[src/logic/calendar_counter_pkg.sv]
// Constants, register map and calendar helper functions for the calendar counter chain.
// Assumes an AHB-Lite word bus and registers kept at byte address four times their index.
package calendar_counter_pkg;

  // Register indices; byte address is four times the index
  localparam logic [19:0] IDX_SECONDS = 20'hFFF90;
  localparam logic [19:0] IDX_MINUTES = 20'hFFF91;
  localparam logic [19:0] IDX_HOURS = 20'hFFF92;
  localparam logic [19:0] IDX_DAY = 20'hFFF96;
  localparam logic [19:0] IDX_WEEKDAY = 20'hFFF95;
  localparam logic [19:0] IDX_MONTH = 20'hFFF97;
  localparam logic [19:0] IDX_YEAR = 20'hFFF98;
  localparam logic [19:0] IDX_CTRL_ZERO = 20'hFFF9D;
  localparam logic [19:0] IDX_CTRL_ONE = 20'hFFF9E;

  // Counter slots of the write buffer
  localparam int NUM_COUNTERS = 7;
  localparam int SLOT_SEC = 0;
  localparam int SLOT_MIN = 1;
  localparam int SLOT_HOUR = 2;
  localparam int SLOT_DAY = 3;
  localparam int SLOT_WEEK = 4;
  localparam int SLOT_MONTH = 5;
  localparam int SLOT_YEAR = 6;
  localparam logic [19:0] SLOT_IDX [NUM_COUNTERS] = '{
    IDX_SECONDS, IDX_MINUTES, IDX_HOURS, IDX_DAY, IDX_WEEKDAY, IDX_MONTH, IDX_YEAR};

  // clock_control_zero fields
  localparam int RUN_ENABLE_BIT = 7;
  localparam int HOUR_FORMAT_BIT = 3;
  localparam int PERIOD_LSB = 0;
  // clock_control_one fields
  localparam int ALARM_ENABLE_BIT = 7;
  localparam int ALARM_FLAG_BIT = 4;
  localparam int PERIODIC_FLAG_BIT = 3;
  localparam int WAIT_STATUS_BIT = 1;
  localparam int HOLD_REQUEST_BIT = 0;

  // Reset values
  localparam logic [7:0] SECONDS_RESET = 8'h00;
  localparam logic [7:0] MINUTES_RESET = 8'h00;
  localparam logic [7:0] HOURS_RESET = 8'h12;
  localparam logic [7:0] DAY_RESET = 8'h01;
  localparam logic [7:0] WEEKDAY_RESET = 8'h00;
  localparam logic [7:0] MONTH_RESET = 8'h01;
  localparam logic [7:0] YEAR_RESET = 8'h00;

  // Prescaler and BCD limits
  localparam logic [15:0] PRESCALE_TOP = 16'h7FFF;
  localparam logic [15:0] PRESCALE_HALF = 16'h3FFF;
  localparam logic [7:0] BCD_59 = 8'h59;
  localparam logic [7:0] BCD_06 = 8'h06;
  localparam logic [7:0] BCD_12 = 8'h12;
  localparam logic [7:0] BCD_99 = 8'h99;
  localparam logic [4:0] HOUR_LAST = 5'h17;

  typedef enum logic [2:0] {
    PER_NONE = 3'b000,
    PER_HALF_SEC = 3'b001,
    PER_SECOND = 3'b010,
    PER_MINUTE = 3'b011,
    PER_HOUR = 3'b100,
    PER_DAY = 3'b101,
    PER_MONTH = 3'b110,
    PER_MONTH_ALT = 3'b111
  } period_sel_t;

  function automatic logic [7:0] bcd_inc(input logic [7:0] v);
    if (v[3:0] == 4'h9) begin
      return {v[7:4] + 4'h1, 4'h0};
    end
    return {v[7:4], v[3:0] + 4'h1};
  endfunction

  function automatic logic [7:0] bin_to_bcd(input logic [4:0] b);
    if (b >= 5'h14) begin
      return {4'h2, 4'(b - 5'h14)};
    end else if (b >= 5'h0A) begin
      return {4'h1, 4'(b - 5'h0A)};
    end
    return {4'h0, b[3:0]};
  endfunction

  // Hour register to binary 0..23
  function automatic logic [4:0] hour_to_bin(input logic [7:0] h, input logic fmt24);
    logic [4:0] base;
    base = 5'(h[3:0]) + (h[4] ? 5'h0A : 5'h00);
    if (fmt24) begin
      return base + (h[5] ? 5'h14 : 5'h00);
    end else if (base == 5'h0C) begin
      return h[5] ? 5'h0C : 5'h00;
    end
    return h[5] ? base + 5'h0C : base;
  endfunction

  // Binary 0..23 to hour register encoding
  function automatic logic [7:0] bin_to_hour(input logic [4:0] b, input logic fmt24);
    if (fmt24) begin
      return bin_to_bcd(b);
    end else if (b == 5'h00) begin
      return 8'h12;
    end else if (b < 5'h0C) begin
      return bin_to_bcd(b);
    end else if (b == 5'h0C) begin
      return 8'h32;
    end
    return bin_to_bcd(b - 5'h0C) | 8'h20;
  endfunction

  function automatic logic is_leap(input logic [7:0] y);
    if (y[4]) begin
      return (y[3:0] == 4'h2) || (y[3:0] == 4'h6);
    end
    return (y[3:0] == 4'h0) || (y[3:0] == 4'h4) || (y[3:0] == 4'h8);
  endfunction

  function automatic logic [7:0] month_len(input logic [7:0] m, input logic [7:0] y);
    unique case (m)
      8'h02: return is_leap(y) ? 8'h29 : 8'h28;
      8'h04, 8'h06, 8'h09, 8'h11: return 8'h30;
      default: return 8'h31;
    endcase
  endfunction

endpackage

[src/logic/calendar_counter_chain.sv]
// Calendar counter chain: prescaler, BCD time/date counters, hold handshake, status flags.
// Assumes an AHB-Lite master on hclk and a count clock pin that is slow against hclk.
//
// Summary of operation
// With alarm matching enabled, alarm flag sets one count tick after a match.
// Every periodic event sets the periodic flag.
// Writing 0 clears either flag; writing 1 leaves it alone.
// Wait status reads 0 while counting, 1 once the hold is in effect.
// Hold request freezes seconds through year; prescaler keeps running.
// Software ends its access and drops the hold within one second.
// Wait status rises within one count tick of the hold request.
// After run enable or standby exit, wait status may take two ticks.
// Overflow during hold advances seconds afterwards, unless seconds were written.
// Any write to seconds clears the prescaler.
// Software writes control one whole, with ones at both flag bits.
// Periodic and alarm events share the single interrupt request.
// Seconds count BCD 00 to 59 on every prescaler overflow.
// Counter writes go to a buffer and land within two count ticks.
// A buffered write beats a carry arriving in the same tick.
// Minutes count BCD 00 to 59 when seconds wrap.
// Hours use 00-23, or 12-hour codes with bit 5 marking p.m.
// Changing hour format converts the current hour value.
// Hours reset to 12H, reading 00H once 24-hour format is chosen.
// Day counts from 01 to the current month length, on hour wrap.
// Years that are multiples of four are leap years.
// Weekday counts 0 to 6 with the day; software must load it.
// The chain advances only while run enable is 1.
// Alarm matching happens only while alarm enable is 1.
module calendar_counter_chain
  import calendar_counter_pkg::*;
(
  input wire logic hclk,
  input wire logic hresetn,
  input wire logic hsel,
  input wire logic [31:0] haddr,
  input wire logic [1:0] htrans,
  input wire logic hwrite,
  input wire logic [2:0] hsize,
  input wire logic [31:0] hwdata,
  input wire logic hready,
  output logic hreadyout,
  output logic hresp,
  output logic [31:0] hrdata,
  input wire logic count_clock,
  input wire logic alarm_time_match,
  output logic clock_event_irq,
  output logic [7:0] cur_minutes,
  output logic [7:0] cur_hours,
  output logic [7:0] cur_weekday
);

  logic [7:0] seconds_count;
  logic [7:0] minutes_count;
  logic [7:0] hours_count;
  logic [7:0] day_count;
  logic [7:0] weekday_count;
  logic [7:0] month_count;
  logic [7:0] years_count;
  logic counter_run_enable;
  logic hour_format_select;
  logic [2:0] period_select;
  logic alarm_match_enable;
  logic alarm_match_flag;
  logic periodic_irq_flag;
  logic wait_status;
  logic counter_hold_request;

  // Bus side
  logic dphase_write;
  logic [19:0] dphase_idx;
  logic addr_ok;
  logic [7:0] rd_byte;
  logic [7:0] wbyte;
  logic wr_ctrl_zero;
  logic wr_ctrl_one;
  logic [NUM_COUNTERS-1:0] wr_cnt;

  function automatic logic idx_hit(input logic [19:0] idx, input logic [19:0] target);
    return idx == target;
  endfunction

  assign hreadyout = 1'b1;
  assign hresp = 1'b0;
  assign addr_ok = hsel && htrans[1] && hready && (haddr[31:22] == 10'h000);
  assign wbyte = hwdata[7:0];

  always_ff @(posedge hclk or negedge hresetn) begin
    if (!hresetn) begin
      dphase_write <= 1'b0;
      dphase_idx <= 20'h00000;
    end else if (hready) begin
      dphase_write <= addr_ok && hwrite;
      dphase_idx <= haddr[21:2];
    end
  end

  always_comb begin
    rd_byte = 8'h00;
    if (idx_hit(haddr[21:2], IDX_SECONDS)) rd_byte = seconds_count;
    if (idx_hit(haddr[21:2], IDX_MINUTES)) rd_byte = minutes_count;
    if (idx_hit(haddr[21:2], IDX_HOURS)) rd_byte = hours_count;
    if (idx_hit(haddr[21:2], IDX_DAY)) rd_byte = day_count;
    if (idx_hit(haddr[21:2], IDX_WEEKDAY)) rd_byte = weekday_count;
    if (idx_hit(haddr[21:2], IDX_MONTH)) rd_byte = month_count;
    if (idx_hit(haddr[21:2], IDX_YEAR)) rd_byte = years_count;
    if (idx_hit(haddr[21:2], IDX_CTRL_ZERO)) begin
      rd_byte[RUN_ENABLE_BIT] = counter_run_enable;
      rd_byte[HOUR_FORMAT_BIT] = hour_format_select;
      rd_byte[PERIOD_LSB +: 3] = period_select;
    end
    if (idx_hit(haddr[21:2], IDX_CTRL_ONE)) begin
      rd_byte[ALARM_ENABLE_BIT] = alarm_match_enable;
      rd_byte[ALARM_FLAG_BIT] = alarm_match_flag;
      rd_byte[PERIODIC_FLAG_BIT] = periodic_irq_flag;
      rd_byte[WAIT_STATUS_BIT] = wait_status;
      rd_byte[HOLD_REQUEST_BIT] = counter_hold_request;
    end
  end

  always_ff @(posedge hclk or negedge hresetn) begin
    if (!hresetn) begin
      hrdata <= 32'h00000000;
    end else if (addr_ok && !hwrite) begin
      hrdata <= {24'h000000, rd_byte};
    end
  end

  assign wr_ctrl_zero = dphase_write && idx_hit(dphase_idx, IDX_CTRL_ZERO);
  assign wr_ctrl_one = dphase_write && idx_hit(dphase_idx, IDX_CTRL_ONE);

  // Count clock pin synchroniser and tick
  logic cc_meta;
  logic cc_sync;
  logic cc_prev;
  logic tick;

  always_ff @(posedge hclk or negedge hresetn) begin
    if (!hresetn) begin
      cc_meta <= 1'b0;
      cc_sync <= 1'b0;
      cc_prev <= 1'b0;
    end else begin
      cc_meta <= count_clock;
      cc_sync <= cc_meta;
      cc_prev <= cc_sync;
    end
  end

  assign tick = cc_sync && !cc_prev;

  // Write buffer, one slot per counter
  logic [NUM_COUNTERS-1:0] pend_valid;
  logic [7:0] pend_data [NUM_COUNTERS];
  logic [NUM_COUNTERS-1:0] load;

  generate
    for (genvar i = 0; i < NUM_COUNTERS; i++) begin : g_wbuf
      assign wr_cnt[i] = dphase_write && idx_hit(dphase_idx, SLOT_IDX[i]);
      assign load[i] = tick && pend_valid[i];
      always_ff @(posedge hclk or negedge hresetn) begin
        if (!hresetn) begin
          pend_valid[i] <= 1'b0;
          pend_data[i] <= 8'h00;
        end else if (wr_cnt[i]) begin
          pend_valid[i] <= 1'b1;
          pend_data[i] <= wbyte;
        end else if (tick) begin
          pend_valid[i] <= 1'b0;
        end
      end
    end
  endgenerate

  // Control zero
  always_ff @(posedge hclk or negedge hresetn) begin
    if (!hresetn) begin
      counter_run_enable <= 1'b0;
      hour_format_select <= 1'b0;
      period_select <= 3'b000;
    end else if (wr_ctrl_zero) begin
      counter_run_enable <= wbyte[RUN_ENABLE_BIT];
      hour_format_select <= wbyte[HOUR_FORMAT_BIT];
      period_select <= wbyte[PERIOD_LSB +: 3];
    end
  end

  // Control one, writable bits
  always_ff @(posedge hclk or negedge hresetn) begin
    if (!hresetn) begin
      alarm_match_enable <= 1'b0;
      counter_hold_request <= 1'b0;
    end else if (wr_ctrl_one) begin
      alarm_match_enable <= wbyte[ALARM_ENABLE_BIT];
      counter_hold_request <= wbyte[HOLD_REQUEST_BIT];
    end
  end

  // Hold handshake, follows request at the next count tick
  always_ff @(posedge hclk or negedge hresetn) begin
    if (!hresetn) begin
      wait_status <= 1'b0;
    end else if (tick) begin
      wait_status <= counter_hold_request;
    end
  end

  // Prescaler
  logic [15:0] prescaler;
  logic ovf;
  logic half;
  logic ov_pending;
  logic adv;

  assign ovf = tick && counter_run_enable && (prescaler == PRESCALE_TOP);
  assign half = tick && counter_run_enable && (prescaler == PRESCALE_HALF);

  always_ff @(posedge hclk or negedge hresetn) begin
    if (!hresetn) begin
      prescaler <= 16'h0000;
    end else if (wr_cnt[SLOT_SEC]) begin
      prescaler <= 16'h0000;
    end else if (tick && counter_run_enable) begin
      prescaler <= ovf ? 16'h0000 : prescaler + 16'h0001;
    end
  end

  always_ff @(posedge hclk or negedge hresetn) begin
    if (!hresetn) begin
      ov_pending <= 1'b0;
    end else if (wr_cnt[SLOT_SEC] || load[SLOT_SEC]) begin
      ov_pending <= 1'b0;
    end else if (ovf && counter_hold_request) begin
      ov_pending <= 1'b1;
    end else if (adv) begin
      ov_pending <= 1'b0;
    end
  end

  // Carry chain
  logic [4:0] hour_bin;
  logic sec_wrap;
  logic min_wrap;
  logic hour_wrap;
  logic day_wrap;
  logic month_wrap;

  assign adv = tick && counter_run_enable && !counter_hold_request && (ovf || ov_pending);
  assign hour_bin = hour_to_bin(hours_count, hour_format_select);
  assign sec_wrap = adv && (seconds_count == BCD_59);
  assign min_wrap = sec_wrap && (minutes_count == BCD_59);
  assign hour_wrap = min_wrap && (hour_bin == HOUR_LAST);
  assign day_wrap = hour_wrap && (day_count == month_len(month_count, years_count));
  assign month_wrap = day_wrap && (month_count == BCD_12);

  always_ff @(posedge hclk or negedge hresetn) begin
    if (!hresetn) begin
      seconds_count <= SECONDS_RESET;
    end else if (load[SLOT_SEC]) begin
      seconds_count <= pend_data[SLOT_SEC];
    end else if (adv) begin
      seconds_count <= sec_wrap ? 8'h00 : bcd_inc(seconds_count);
    end
  end

  always_ff @(posedge hclk or negedge hresetn) begin
    if (!hresetn) begin
      minutes_count <= MINUTES_RESET;
    end else if (load[SLOT_MIN]) begin
      minutes_count <= pend_data[SLOT_MIN];
    end else if (sec_wrap) begin
      minutes_count <= min_wrap ? 8'h00 : bcd_inc(minutes_count);
    end
  end

  always_ff @(posedge hclk or negedge hresetn) begin
    if (!hresetn) begin
      hours_count <= HOURS_RESET;
    end else if (load[SLOT_HOUR]) begin
      hours_count <= pend_data[SLOT_HOUR];
    end else if (wr_ctrl_zero && (wbyte[HOUR_FORMAT_BIT] != hour_format_select)) begin
      hours_count <= bin_to_hour(hour_bin, wbyte[HOUR_FORMAT_BIT]);
    end else if (min_wrap) begin
      hours_count <= bin_to_hour(hour_wrap ? 5'h00 : hour_bin + 5'h01,
        hour_format_select);
    end
  end

  always_ff @(posedge hclk or negedge hresetn) begin
    if (!hresetn) begin
      day_count <= DAY_RESET;
    end else if (load[SLOT_DAY]) begin
      day_count <= pend_data[SLOT_DAY];
    end else if (hour_wrap) begin
      day_count <= day_wrap ? 8'h01 : bcd_inc(day_count);
    end
  end

  always_ff @(posedge hclk or negedge hresetn) begin
    if (!hresetn) begin
      weekday_count <= WEEKDAY_RESET;
    end else if (load[SLOT_WEEK]) begin
      weekday_count <= pend_data[SLOT_WEEK];
    end else if (hour_wrap) begin
      weekday_count <= (weekday_count == BCD_06) ? 8'h00 : weekday_count + 8'h01;
    end
  end

  always_ff @(posedge hclk or negedge hresetn) begin
    if (!hresetn) begin
      month_count <= MONTH_RESET;
    end else if (load[SLOT_MONTH]) begin
      month_count <= pend_data[SLOT_MONTH];
    end else if (day_wrap) begin
      month_count <= month_wrap ? 8'h01 : bcd_inc(month_count);
    end
  end

  always_ff @(posedge hclk or negedge hresetn) begin
    if (!hresetn) begin
      years_count <= YEAR_RESET;
    end else if (load[SLOT_YEAR]) begin
      years_count <= pend_data[SLOT_YEAR];
    end else if (month_wrap) begin
      years_count <= (years_count == BCD_99) ? 8'h00 : bcd_inc(years_count);
    end
  end

  // Periodic event select
  logic periodic_evt;

  always_comb begin
    unique case (period_sel_t'(period_select))
      PER_NONE: periodic_evt = 1'b0;
      PER_HALF_SEC: periodic_evt = half || adv;
      PER_SECOND: periodic_evt = adv;
      PER_MINUTE: periodic_evt = sec_wrap;
      PER_HOUR: periodic_evt = min_wrap;
      PER_DAY: periodic_evt = hour_wrap;
      PER_MONTH, PER_MONTH_ALT: periodic_evt = day_wrap;
    endcase
  end

  // Alarm detection, flag follows one count tick later
  logic alarm_det;
  logic alarm_det_prev;
  logic alarm_set;

  always_ff @(posedge hclk or negedge hresetn) begin
    if (!hresetn) begin
      alarm_det <= 1'b0;
      alarm_det_prev <= 1'b0;
    end else if (tick) begin
      alarm_det <= alarm_match_enable && alarm_time_match;
      alarm_det_prev <= alarm_det;
    end
  end

  assign alarm_set = tick && alarm_match_enable && alarm_det && !alarm_det_prev;

  // Status flags, a set beats a clear in the same cycle
  always_ff @(posedge hclk or negedge hresetn) begin
    if (!hresetn) begin
      alarm_match_flag <= 1'b0;
    end else if (alarm_set) begin
      alarm_match_flag <= 1'b1;
    end else if (wr_ctrl_one && !wbyte[ALARM_FLAG_BIT]) begin
      alarm_match_flag <= 1'b0;
    end
  end

  always_ff @(posedge hclk or negedge hresetn) begin
    if (!hresetn) begin
      periodic_irq_flag <= 1'b0;
    end else if (periodic_evt) begin
      periodic_irq_flag <= 1'b1;
    end else if (wr_ctrl_one && !wbyte[PERIODIC_FLAG_BIT]) begin
      periodic_irq_flag <= 1'b0;
    end
  end

  always_ff @(posedge hclk or negedge hresetn) begin
    if (!hresetn) begin
      clock_event_irq <= 1'b0;
    end else begin
      clock_event_irq <= periodic_evt || alarm_set;
    end
  end

  assign cur_minutes = minutes_count;
  assign cur_hours = hours_count;
  assign cur_weekday = weekday_count;

endmodule // calendar_counter_chain

[config.mk]
export PLATFORM = sky130hd
export DESIGN_NAME = calendar_counter_chain
export DESIGN_NICKNAME = d
export VERILOG_FILES = /design/src/logic/calendar_counter_pkg.sv /design/src/logic/calendar_counter_chain.sv
export SDC_FILE = /design/constraint.sdc
export NUM_CORES = 1
export LEC_CHECK = 0
export ABC_CLOCK_PERIOD_IN_PS = 5300
export BUFFER_PORTS_ARGS = -buffer_cell sky130_fd_sc_hd__buf_2
export CORE_MARGIN = 3
export CORE_UTILIZATION = 45
export CTS_CLUSTER_DIAMETER = 40
export CTS_CLUSTER_SIZE = 8
export DETAILED_ROUTE_END_ITERATION = 16
export PLACE_DENSITY_LB_ADDON = 0.3
export REMOVE_ABC_BUFFERS = 1
export SETUP_SLACK_MARGIN = 0.2
export SYNTH_ARGS = -nofsm -noshare
export SYNTH_HDL_FRONTEND = slang
export SYNTH_SLANG_ARGS = --single-unit
[constraint.sdc]
create_clock -name hclk -period 5.3 [get_ports hclk]
set_clock_uncertainty 0.05 [all_clocks]
set_input_delay 0.265 -clock hclk [delete_from_list [all_inputs] [get_ports hclk]]
set_output_delay 0.265 -clock hclk [all_outputs]
set_load 0.005 [all_outputs]
==> impl_metrics.csv, run 1 <==
group,metric,value,unit
die,initial_core_util,46.2,%
detailed_routing,wl_per_cell,18.7,µm
pwr,p_seq_share,50.7,%
pwr,pwr-share-clk,40.1,%
grt,grt_pass1_vias,8569,
clocking,cts_buffers,17,
sta,fin_crit,4.88,ns
setup_path,reg2regPathDepth,22,
placement,gp_congestion,0.899,
grt,grt_usage,22.5,%
logic_synthesis,avgSynthCellArea,9.47,µm²
job,drv_cap,0,
min_path,worstHoldStart,"haddr[8]",
clocking,clock_latency,0.43,ns
clocking,clockBufferDepth,2,
logic_synthesis,synth_edf_count,0,
die,io-pin-count,135,
detailed_routing,vias_per_cell,5.87,
cells_and_area,synthToLayoutAreaGrowth,13.4,%
logic_synthesis,ys_types,74,
detailed_routing,num_vias,9004,
pwr,p_per_area,243,nW/µm²
pwr,p_sw,745,µW
sta,timing.final.crit_share,92.0,%
logic_synthesis,synth_common_cells,"177 x dfrtp_1, 149 x nand2_1, 80 x mux2_2",
grt,antenna_found_initial,0,
cells_and_area,fin_util,52.4,%
detailed_routing,drc,0,
logic_synthesis,synthArstFlopShare,100,%
sta,relSlewSlack,32.3,%
min_path,hold_depth,2,
cells_and_area,layout.nets,1326,
grt,grt_use_met1,30.8,%
setup_path,reg2reg_to,"cur_hours[1]",
cells_and_area,drive_above_1_share,21.0,%
detailed_routing,dr.pass1.iters,6,
placement,port_buffers,78,
logic_synthesis,ys_seq_elements,181,
setup_path,crit_type,"flop to flop",
sta,setup_tns,0,ns
setup_path,r2r-start,"cur_hours[4]",
logic_synthesis,netlist_area,10600,µm²
die,placementRows,55,
detailed_routing,drtIter0Drc,734,
pwr,internal_power,2170,µW
logic_synthesis,yosys.area.top_type,"dfrtp_1",
pwr,design_power_total,2910,µW
grt,grt_max_degree,82,
grt,grtUsageMet3,3.80,%
pwr,combPwrFrac,9.2,%
min_path,whs_endpoint,"dphase_idx[6]",
setup_path,worstPathArrival,5.19,ns
logic_synthesis,synth.area.top_cells,"dfrtp_1 42%, mux2_2 8.5%, nand2_1 5.3%, ha_1 5.0%, o21ai_0 3.4%",
pwr,ir_drop,0.219,mV
placement,hpwlAfterDp,21.0,mm
clocking,cts.sinks,181,
die,fp.dieH,159,µm
logic_synthesis,syn-instance-count,1118,
sta,worst_pin_slew,1.01,ns
logic_synthesis,ys_warn_count,0,
status,status,"completed",
logic_synthesis,yosysSeqAreaShare,42.8,%
grt,grt-busiest-layer,"met2",
die,fp.dieW,159,µm
sta,setup_viol,0,
setup_path,start_kind,"flop",
detailed_routing,routed_wl,28.7,mm
pwr,switching_share,25.6,%
sta,hold_violations,0,
logic_synthesis,ys.flop_type,"dfrtp_1",
logic_synthesis,synthMostInstantiatedCell,"dfrtp_1",
detailed_routing,final_antenna_net_count,0,
clocking,cts_tree,"built",
sta,rsz0062_at_grt,"false",
die,core_area,22900,µm²
sta,fmax,205,MHz
min_path,hold_path.class,"input port to flop",
clocking,cts_root_buffer,"clkbuf_16",
grt,grt_pass1_wl,46.3,mm
setup_path,crit_path_end_kind,"flop",
setup_path,worstPathMaxFanout,5,
setup_path,rrSetupSlack,0.42,ns
logic_synthesis,synth_top_area_share,41.8,%
cells_and_area,n_antenna_cell,0,
grt,use_met2,37.2,%
grt,globalRouteOverflowTotal,0,
sta,slew_violations,0,
pwr,p_leak,0.00515,µW
die,dieArea,25400,µm²
setup_path,cp.required,5.62,ns
clocking,ctsHtreeMaxLevel,4,
clocking,path_clk_slew,0.07,ns
layer usage:
| metal | wire (µm) | up-vias | part of all wire, % |
|---|---|---|---|
| met1 | 12900 | 4446 | 45 |
| met4 | 527 | 0 | 1.8 |
| met2 | 13600 | 293 | 47 |
| met5 | 0 | - | 0 |
| met3 | 1680 | 39 | 5.8 |
| li1 | - | 4226 | - |
worst max-delay path: stages (launching register included):
cell and delay, ns:
dfstp_2 0.56, ha_2 0.22, ha_4 0.15, xor2_2 0.15, ha_2 0.18, or3b_4 0.38
buf_4 0.17, o221ai_4 0.14, o211a_1 0.19, ha_2 0.20, nand2_1 0.10, a211oi_2 0.24
nand3_2 0.16, nand2_2 0.11, inv_1 0.08, ha_4 0.17, nor3b_1 0.14, a2111oi_2 0.33
buf_4 0.20, mux2i_4 0.23, nor4_1 0.08, or4_1 0.48, nand3_1 0.09
what timing repair did:
action / in CTS / in global routing
pin swaps: 3 / 10
gates resized for setup: 6 / 12
setup endpoints to repair: 2 / 4
hold buffers: 2 / 0
hold endpoints to repair: 80 / 0
buffers inserted: 4 / 6
power by group through the flow:
| stage | registers [µW] | logic [µW] | clock network, µW |
|---|---|---|---|
| after global placement | 1500 | 245 | 0 |
| final | 1480 | 268 | 1170 |
| after CTS | 1480 | 261 | 1190 |
| after floorplan | 1490 | 140 | 0 |
| after detailed placement | 1500 | 250 | 0 |
| after global routing | 1480 | 300 | 1250 |
logic make-up after synthesis:
logic type	Yosys count	synth area share, %
and+or+nand+nor	430	20.4
AOI/OAI and AO/OA	255	16.1
DFF	181	42.8
buffers and inverters	97	4.45
muxes	88	9.26
adders and majority gates	42	4.96
xor gates and xnor gates	23	1.90
other	2	0.0709
layout by cell type, fill, tap and decap left out, types with 12 or more instances in the layout:
master     instances
a22oi_1           21
nand4_1           21
buf_2             77
buf_4             32
a31oi_1           12
nor2_1            75
or3_1             12
inv_1             31
nor2b_1           12
mux2_2            80
conb_1            26
dfrtp_1          177
nand2_1          147
ha_1              37
nor3b_1           18
nand3_1           35
a21oi_1           50
nor3_1            27
o21ai_0           71
clkbuf_16         17
xor2_1            12
flip-flops by register name (all words and copies together) (netlist names), 3 cells and up:
| name | cells |
|---|---|
| pend_data | 56 |
| dphase_idx | 20 |
| prescaler | 16 |
| cur_hours | 8 |
| cur_minutes | 8 |
| cur_weekday | 8 |
| day_count | 8 |
| hrdata | 8 |
| month_count | 8 |
| seconds_count | 8 |
| years_count | 8 |
| pend_valid | 7 |
| period_select | 3 |
through the flow:
| stage | hold slack [ns] | setup slack [ns] | area (µm²) | cells |
|---|---|---|---|---|
| finish | 0.0305 | 0.425 | 12000 | 1534 |
| global placement | 0.287 | 0.218 | 11300 | 1490 |
| CTS | 0.0144 | 0.242 | 11900 | 1528 |
| floorplan | -0.0806 | 0.0403 | 10300 | 1077 |
| global route | 0.0175 | 0.190 | 12000 | 1534 |
| detailed placement | 0.296 | 0.0579 | 11300 | 1490 |
layout make-up:
type                       count  area [µm²]
clock buffer                  19         443
clock inverter                13         101
fill                        2139       10900
inverter                      32         120
multi-input combinational    864        5760
sequential                   181        4530
tap                          313         392
timing repair buffer         112         659
how the worst max path moves through the flow:
stage / startpoint / end / slack, ns / cells past startpoint
2_1_floorplan: cur_hours[4] / cur_hours[1] / 0.04 / 21
3_3_place_gp: cur_hours[4] / cur_hours[1] / 0.22 / 21
3_5_place_dp: cur_hours[4] / cur_hours[1] / 0.06 / 21
4_1_cts: cur_hours[4] / cur_hours[1] / 0.24 / 23
5_1_grt: cur_hours[1] / cur_hours[1] / 0.19 / 23
6_report: cur_hours[4] / cur_hours[1] / 0.42 / 22
Power figures use the tool's default switching activity.
==> inputs of run 2 (changes only) <==
CELL_PAD_IN_SITES_DETAIL_PLACEMENT = 0   (was not set)
CELL_PAD_IN_SITES_GLOBAL_PLACEMENT = 1   (was not set)
CORE_UTILIZATION = 41   (was 45)
==> run 2 against run 1 <==
Against the previous run: utilization decreased by 4.8 points; first-iteration DRC count decreased by 9.7%; largest cell class unchanged; highest routed layer is now met5; critical path depth shrank 1; sequential share of layout area is 0.071 points lower; sequential cell count unchanged; via count down 1.6%; cell area grew 0.19%; routed wire length increased by 6.0%; hold slack worse by 0.010 ns; fmax rose by 1.5%; final cell count increased by 0.91%.
==> impl_metrics.csv, run 2 (synthesis results as in run 1) <==
group,metric,value,unit
detailed_routing,met1_length,14.4,mm
placement,port_buffers,78,
detailed_routing,wl_met2,13.9,mm
detailed_routing,final_antenna_net_count,0,
die,fp.dieH,167,µm
sta,fmax,208,MHz
sta,rsz0062_at_grt,"false",
setup_path,cp.required,5.63,ns
clocking,ctsHtreeMaxLevel,4,
grt,globalRouteOverflowTotal,0,
pwr,p_per_area,248,nW/µm²
setup_path,critical_path.n_buffers_inverters,3,
detailed_routing,drc,0,
setup_path,worstPathArrival,5.13,ns
cells_and_area,final_cell_mix,"177 x dfrtp_1, 146 x nand2_1, 80 x mux2_2",
die,dieArea,27800,µm²
detailed_routing,vias_per_cell,5.73,
placement,gp_congestion,0.866,
detailed_routing,wl_per_cell,19.7,µm
placement,hpwlAfterDp,22.0,mm
grt,grt_max_degree,63,
die,io-pin-count,135,
detailed_routing,dr.pass1.iters,5,
sta,relSlewSlack,26.9,%
cells_and_area,drive_above_1_share,20.9,%
clocking,cts.sinks,181,
clocking,cts_tree,"built",
setup_path,crit_slowest_cell,"dfstp_2",
die,placementRows,58,
setup_path,worstPathMaxFanout,5,
pwr,p_leak,0.00514,µW
job,drv_cap,0,
grt,grt_pass1_wl,48.2,mm
sta,hold_violations,0,
cells_and_area,largest_reg_flops,56,
die,core_area,25300,µm²
clocking,cts_buffers,17,
cells_and_area,design_area,12000,µm²
placement,place_area,11300,µm²
sta,fin_crit,4.80,ns
setup_path,start_kind,"flop",
sta,setup_tns,0,ns
clocking,cts_root_buffer,"clkbuf_16",
detailed_routing,wl_met3,1.50,mm
clocking,clock_latency,0.43,ns
detailed_routing,dr.max_layer_used,"met5",
grt,grt_pass1_vias,8576,
cells_and_area,biggestRegsByFlops,"pend_data: 56 flops, dphase_idx: 20 flops, prescaler: 16 flops",
min_path,hold_path.class,"input port to flop",
sta,timing.final.crit_share,90.6,%
clocking,clockBufferDepth,2,
detailed_routing,drtIter0Drc,663,
cells_and_area,n_antenna_cell,0,
cells_and_area,final_common_cell,"dfrtp_1",
pwr,ir_drop,0.172,mV
sta,setup_viol,0,
setup_path,crit_type,"flop to flop",
die,initial_core_util,41.9,%
setup_path,max_stage_delay,0.57,ns
grt,antenna_found_initial,2,
sta,worst_pin_slew,1.09,ns
die,fp.dieW,167,µm
status,status,"completed",
detailed_routing,routed_wl,30.4,mm
clocking,path_clk_slew,0.07,ns
detailed_routing,num_vias,8863,
sta,slew_violations,0,
setup_path,path_cells,"ha_1 -> xor2_1 -> ha_2 -> or3b_4 -> buf_4 -> o221ai_2 -> o211a_1 -> ha_4 -> nand2_2 -> a211oi_4 -> nand3_2 -> nand2_2 -> inv_2 -> ha_4 -> nor3b_1 -> a2111oi_2 -> buf_4 -> mux2i_2 -> nor4_1 -> or4_1 -> nand3_1",
cells_and_area,layout.nets,1324,
setup_path,path_delay_family,"simple AND/OR/NAND/NOR gates",
setup_path,crit_path_end_kind,"flop",
cells_and_area,regMostFlops,"pend_data",
grt,grt_usage,21.7,%
cells_and_area,synthToLayoutAreaGrowth,13.6,%
## run 2: worst paths after layout
check	from	to	slack, ns	cells past startpoint
setup / recovery	cur_hours[4]	cur_hours[1]	0.50	21
min in group asynchronous	hresetn	pend_data[27]	0.33	2
max in group asynchronous	hresetn	prescaler[8]	3.69	3
hold reg to reg	cc_meta	cc_sync	0.30	0
setup reg to reg	cur_hours[4]	cur_hours[1]	0.50	21
hold / removal	haddr[8]	dphase_idx[6]	0.02	2
## run 2: where the power goes
part	switching, µW	total [µW]	internal, µW
Clock	577	1240	667
Sequential	42.0	1480	1430
Combinational	153	266	113
Total	773	2990	2210
## run 2: repair_timing
item,CTS,global route
endpoints found under the setup margin,1,8
endpoints found under the hold margin,58,0
pin swaps,1,8
buffers inserted,1,4
hold buffers,2,0
gates resized for setup,2,17
## run 2: stage by stage
stage,hold slack [ns],utilization [%],std cells,power [µW],worst slack (ns)
4_1_cts,0.00871,47.2,1544,3000,0.238
2_1_floorplan,-0.0806,-,1077,1630,0.0403
5_1_grt,0.0232,47.6,1548,3100,0.208
3_3_place_gp,0.236,44.9,1510,1750,0.167
3_5_place_dp,0.236,44.9,1510,1750,0.132
6_report,0.0203,47.6,1548,2990,0.498
## run 2: layer usage
layer,vias to the layer above,global-route usage [%]
li1,4206,-
met1,4354,30.7
met5,-,0
met2,259,34.8
met4,4,6.60
met3,40,3.04
## run 2: cell type report
type                            instances  area, µm²
Sequential cell                       181       4530
Clock inverter                         12        120
Clock buffer                           19        443
Timing Repair Buffer                  110        644
Tap cell                              330        413
Multi-Input combinational cell        864       5750
Inverter                               32        120
Fill cell                            2428      13200
## run 2: worst register-to-register path, delay by kind of cell (launching register included)
| kind | cells | cell delay (ns) |
|---|---|---|
| AO/OA/AOI/OAI | 4 | 0.99 |
| adder cells (fa/ha/maj) | 4 | 0.80 |
| AND/OR/NAND/NOR | 8 | 1.47 |
| XOR/XNOR | 1 | 0.23 |
| multiplexers | 1 | 0.22 |
| flip-flops | 1 | 0.57 |
| buffers and inverters | 3 | 0.43 |
==> inputs of run 3 (changes only) <==
ABC_AREA = 1   (was not set)
CORE_UTILIZATION = 39   (was 41)
==> run 3 against run 2 <==
Against the previous run: global-route usage down 0.46 points; final cell count grew 24%; die area grew 8.5%; hold slack worse by 0.0055 ns; non-clock buffer count shrank 7; cell area is 3.3% higher; via count up 11%; critical endpoint is now cur_hours[2].
==> impl_metrics.csv, run 3 <==
group,metric,value,unit
placement,place_area,11700,µm²
logic_synthesis,synthArstFlopShare,100,%
placement,place_ws,0.854,ns
pwr,combPwrFrac,5.9,%
setup_path,worstPathArrival,4.73,ns
pwr,p_per_area,231,nW/µm²
detailed_routing,vias_per_cell,5.13,
die,initial_core_util,40.2,%
pwr,switching_share,26.7,%
grt,grt_pass1_wl,50.9,mm
sta,hold_ws,0.0148,ns
cells_and_area,largest_reg_flops,56,
setup_path,cp-endpoint,"cur_hours[2]",
cells_and_area,multiInputGateArea,5530,µm²
pwr,p_leak,0.00613,µW
grt,antenna_found_initial,1,
cells_and_area,biggestRegsByFlops,"pend_data: 56 flops, dphase_idx: 20 flops, prescaler: 16 flops",
cells_and_area,n_antenna_cell,0,
sta,worst_pin_slew,1.01,ns
clocking,clock_latency,0.45,ns
clocking,cts_tree,"built",
setup_path,crit_slowest_cell,"dfstp_2",
setup_path,critical_path.n_buffers_inverters,6,
clocking,cts_buffers,17,
setup_path,path_depth,31,
setup_path,reg2regPathDepth,31,
placement,gp_congestion,0.859,
grt,grt_max_degree,79,
setup_path,worstPathMaxFanout,9,
clocking,postCtsSetupRepairBufs,0,
logic_synthesis,avgSynthCellArea,7.65,µm²
logic_synthesis,ys_types,58,
pwr,pwr-share-clk,44.1,%
setup_path,crit_type,"flop to flop",
pwr,internal_power,2100,µW
sta,setup_viol,0,
die,dieArea,30100,µm²
logic_synthesis,netlist_area,11000,µm²
cells_and_area,fillers,2752,
setup_path,cp.required,5.58,ns
clocking,cts.sinks,181,
setup_path,cp_common_cell,"nand2_1",
die,fp.dieW,174,µm
detailed_routing,routed_wl,32.0,mm
setup_path,cp-startpoint,"cur_hours[4]",
cells_and_area,synthToLayoutAreaGrowth,13.4,%
min_path,hold_path.class,"input port to flop",
logic_synthesis,synth.area.top_cells,"dfrtp_1 40%, nand2_1 13%, o21ai_0 7.2%, inv_1 5.9%, ha_1 4.8%",
die,core_area,27300,µm²
setup_path,rrSetupSlack,0.84,ns
detailed_routing,dr.pass1.iters,7,
grt,grt_usage,21.2,%
clocking,clockBufferDepth,2,
logic_synthesis,synth_edf_count,0,
setup_path,crit_path_end_kind,"flop",
grt,globalRouteOverflowTotal,0,
grt,grt_pass1_vias,9215,
detailed_routing,final_antenna_net_count,0,
setup_path,max_stage_delay,0.62,ns
logic_synthesis,synth_common_cells,"376 x nand2_1, 177 x dfrtp_1, 173 x inv_1",
sta,fmax,224,MHz
sta,fin_crit,4.46,ns
cells_and_area,drive_above_1_share,11.4,%
cells_and_area,regMostFlops,"pend_data",
cells_and_area,regArea,4530,µm²
sta,setup_tns,0,ns
detailed_routing,wl_per_cell,16.7,µm
logic_synthesis,ys_seq_elements,181,
die,io-pin-count,135,
setup_path,r2r-start,"cur_hours[4]",
logic_synthesis,synth_top_area_share,40.4,%
sta,hold_violations,0,
clocking,path_clk_slew,0.08,ns
pwr,ir_drop,0.182,mV
cells_and_area,layout.nets,1647,
clocking,cts_root_buffer,"clkbuf_16",
clocking,ctsHtreeMaxLevel,4,
logic_synthesis,synthMostInstantiatedCell,"nand2_1",
detailed_routing,drc,0,
placement,port_buffers,78,
sta,timing.final.crit_share,84.1,%
sta,relSlewSlack,32.8,%
placement,hpwlAfterDp,23.6,mm
sta,setup_ws,0.843,ns
detailed_routing,drtIter0Drc,789,
die,placementRows,60,
logic_synthesis,yosysSeqAreaShare,41.4,%
detailed_routing,num_vias,9815,
logic_synthesis,syn-instance-count,1432,
cells_and_area,design_area,12400,µm²
logic_synthesis,ys_warn_count,0,
pwr,p_sw,766,µW
sta,slew_violations,0,
setup_path,path_delay_family,"simple AND/OR/NAND/NOR gates",
setup_path,start_kind,"flop",
logic_synthesis,ys.flop_type,"dfrtp_1",
job,drv_cap,0,
logic_synthesis,yosys.area.top_type,"dfrtp_1",
cells_and_area,final_cell_mix,"376 x nand2_1, 177 x dfrtp_1, 173 x inv_1",
cells_and_area,final_common_cell,"nand2_1",
clocking,cts_resized,0,
die,fp.dieH,174,µm
setup_path,reg2reg_to,"cur_hours[2]",
pwr,p_seq_share,50.0,%
sta,rsz0062_at_grt,"false",
status,status,"completed",
-- run 3: cell count changes after synthesis, moves of 12 or more --
cell     before  now
a21oi_1      50   34
a22oi_1      21    1
inv_1        32  173
mux2_2       80    0
nand2_1     149  376
nand3_1      35   89
nor2_1       75   88
nor2b_1      12    0
nor3b_1      18    1
o21ai_0      72  158
or3_1        12    0
-- run 3: how the worst min path moves through the flow --
| stage | startpoint | end | slack, ns | cells past startpoint |
|---|---|---|---|---|
| after CTS | haddr[14] | dphase_idx[12] | 0.005 | 3 |
| after floorplan | hresetn | alarm_det | -0.08 | 0 |
| final | alarm_time_match | alarm_det | 0.01 | 3 |
| after global routing | alarm_time_match | alarm_det | 0.02 | 3 |
| after global placement | hresetn | alarm_det | 0.20 | 1 |
| after detailed placement | hresetn | alarm_det_prev | 0.20 | 1 |
-- run 3: metrics by stage --
stage | power [µW] | instances | utilization, %
after floorplan | 1530 | 1407 | -
after global placement | 1620 | 1863 | 42.8
after detailed placement | 1620 | 1863 | 42.8
after CTS | 2890 | 1914 | 45.6
after global routing | 2970 | 1914 | 45.6
final | 2870 | 1914 | 45.6
-- run 3: routing by layer --
layer  share of wire (%)  up-vias  global-route usage [%]  routed length, µm
li1                    -     4895                       -                  -
met1                  47     4653                    30.2              15200
met2                  46      245                    34.4              14800
met3                 5.1       22                    3.48               1630
met4                 1.3        0                    4.46                425
met5                   0        -                       0                  0
-- run 3: logic make-up (layout without fill, tap and decap cells) --
family	after synthesis	count (layout)	synth area share [%]
AOI/OAI and AO/OA	273	273	14.5
xor gates and xnor gates	29	29	2.32
adders and majority gates	42	42	4.80
buffers and inverters	234	320	9.01
DFF	181	181	41.4
other	2	26	0.0685
and+or+nand+nor	671	671	28.0
-- run 3: timing repair --
item                                    4_1_cts  5_1_grt
endpoints found under the setup margin        0        0
hold buffers                                 19        0
hold endpoints to repair                     68        0
-- run 3: layout make-up --
| cell class | instances | area share, % |
|---|---|---|
| multi-input combinational | 1041 | 44.5 |
| sequential | 181 | 36.5 |
| inverter | 185 | 5.59 |
| timing repair buffer | 103 | 5.10 |
| tap | 372 | 3.74 |
| clock buffer | 18 | 3.53 |
| clock inverter | 14 | 1.09 |
-- run 3: tightest hold or removal path, stage by stage --
cell and delay, ns:
buf_2 0.09, nand3_1 0.07, nand2_1 0.05
-- run 3: power by group through the flow --
stage	clock network (µW)	registers, µW	logic, µW
2_1_floorplan	0	1460	72.4
3_3_place_gp	0	1460	160
3_5_place_dp	0	1460	161
4_1_cts	1280	1440	172
5_1_grt	1340	1440	193
6_report	1260	1440	170
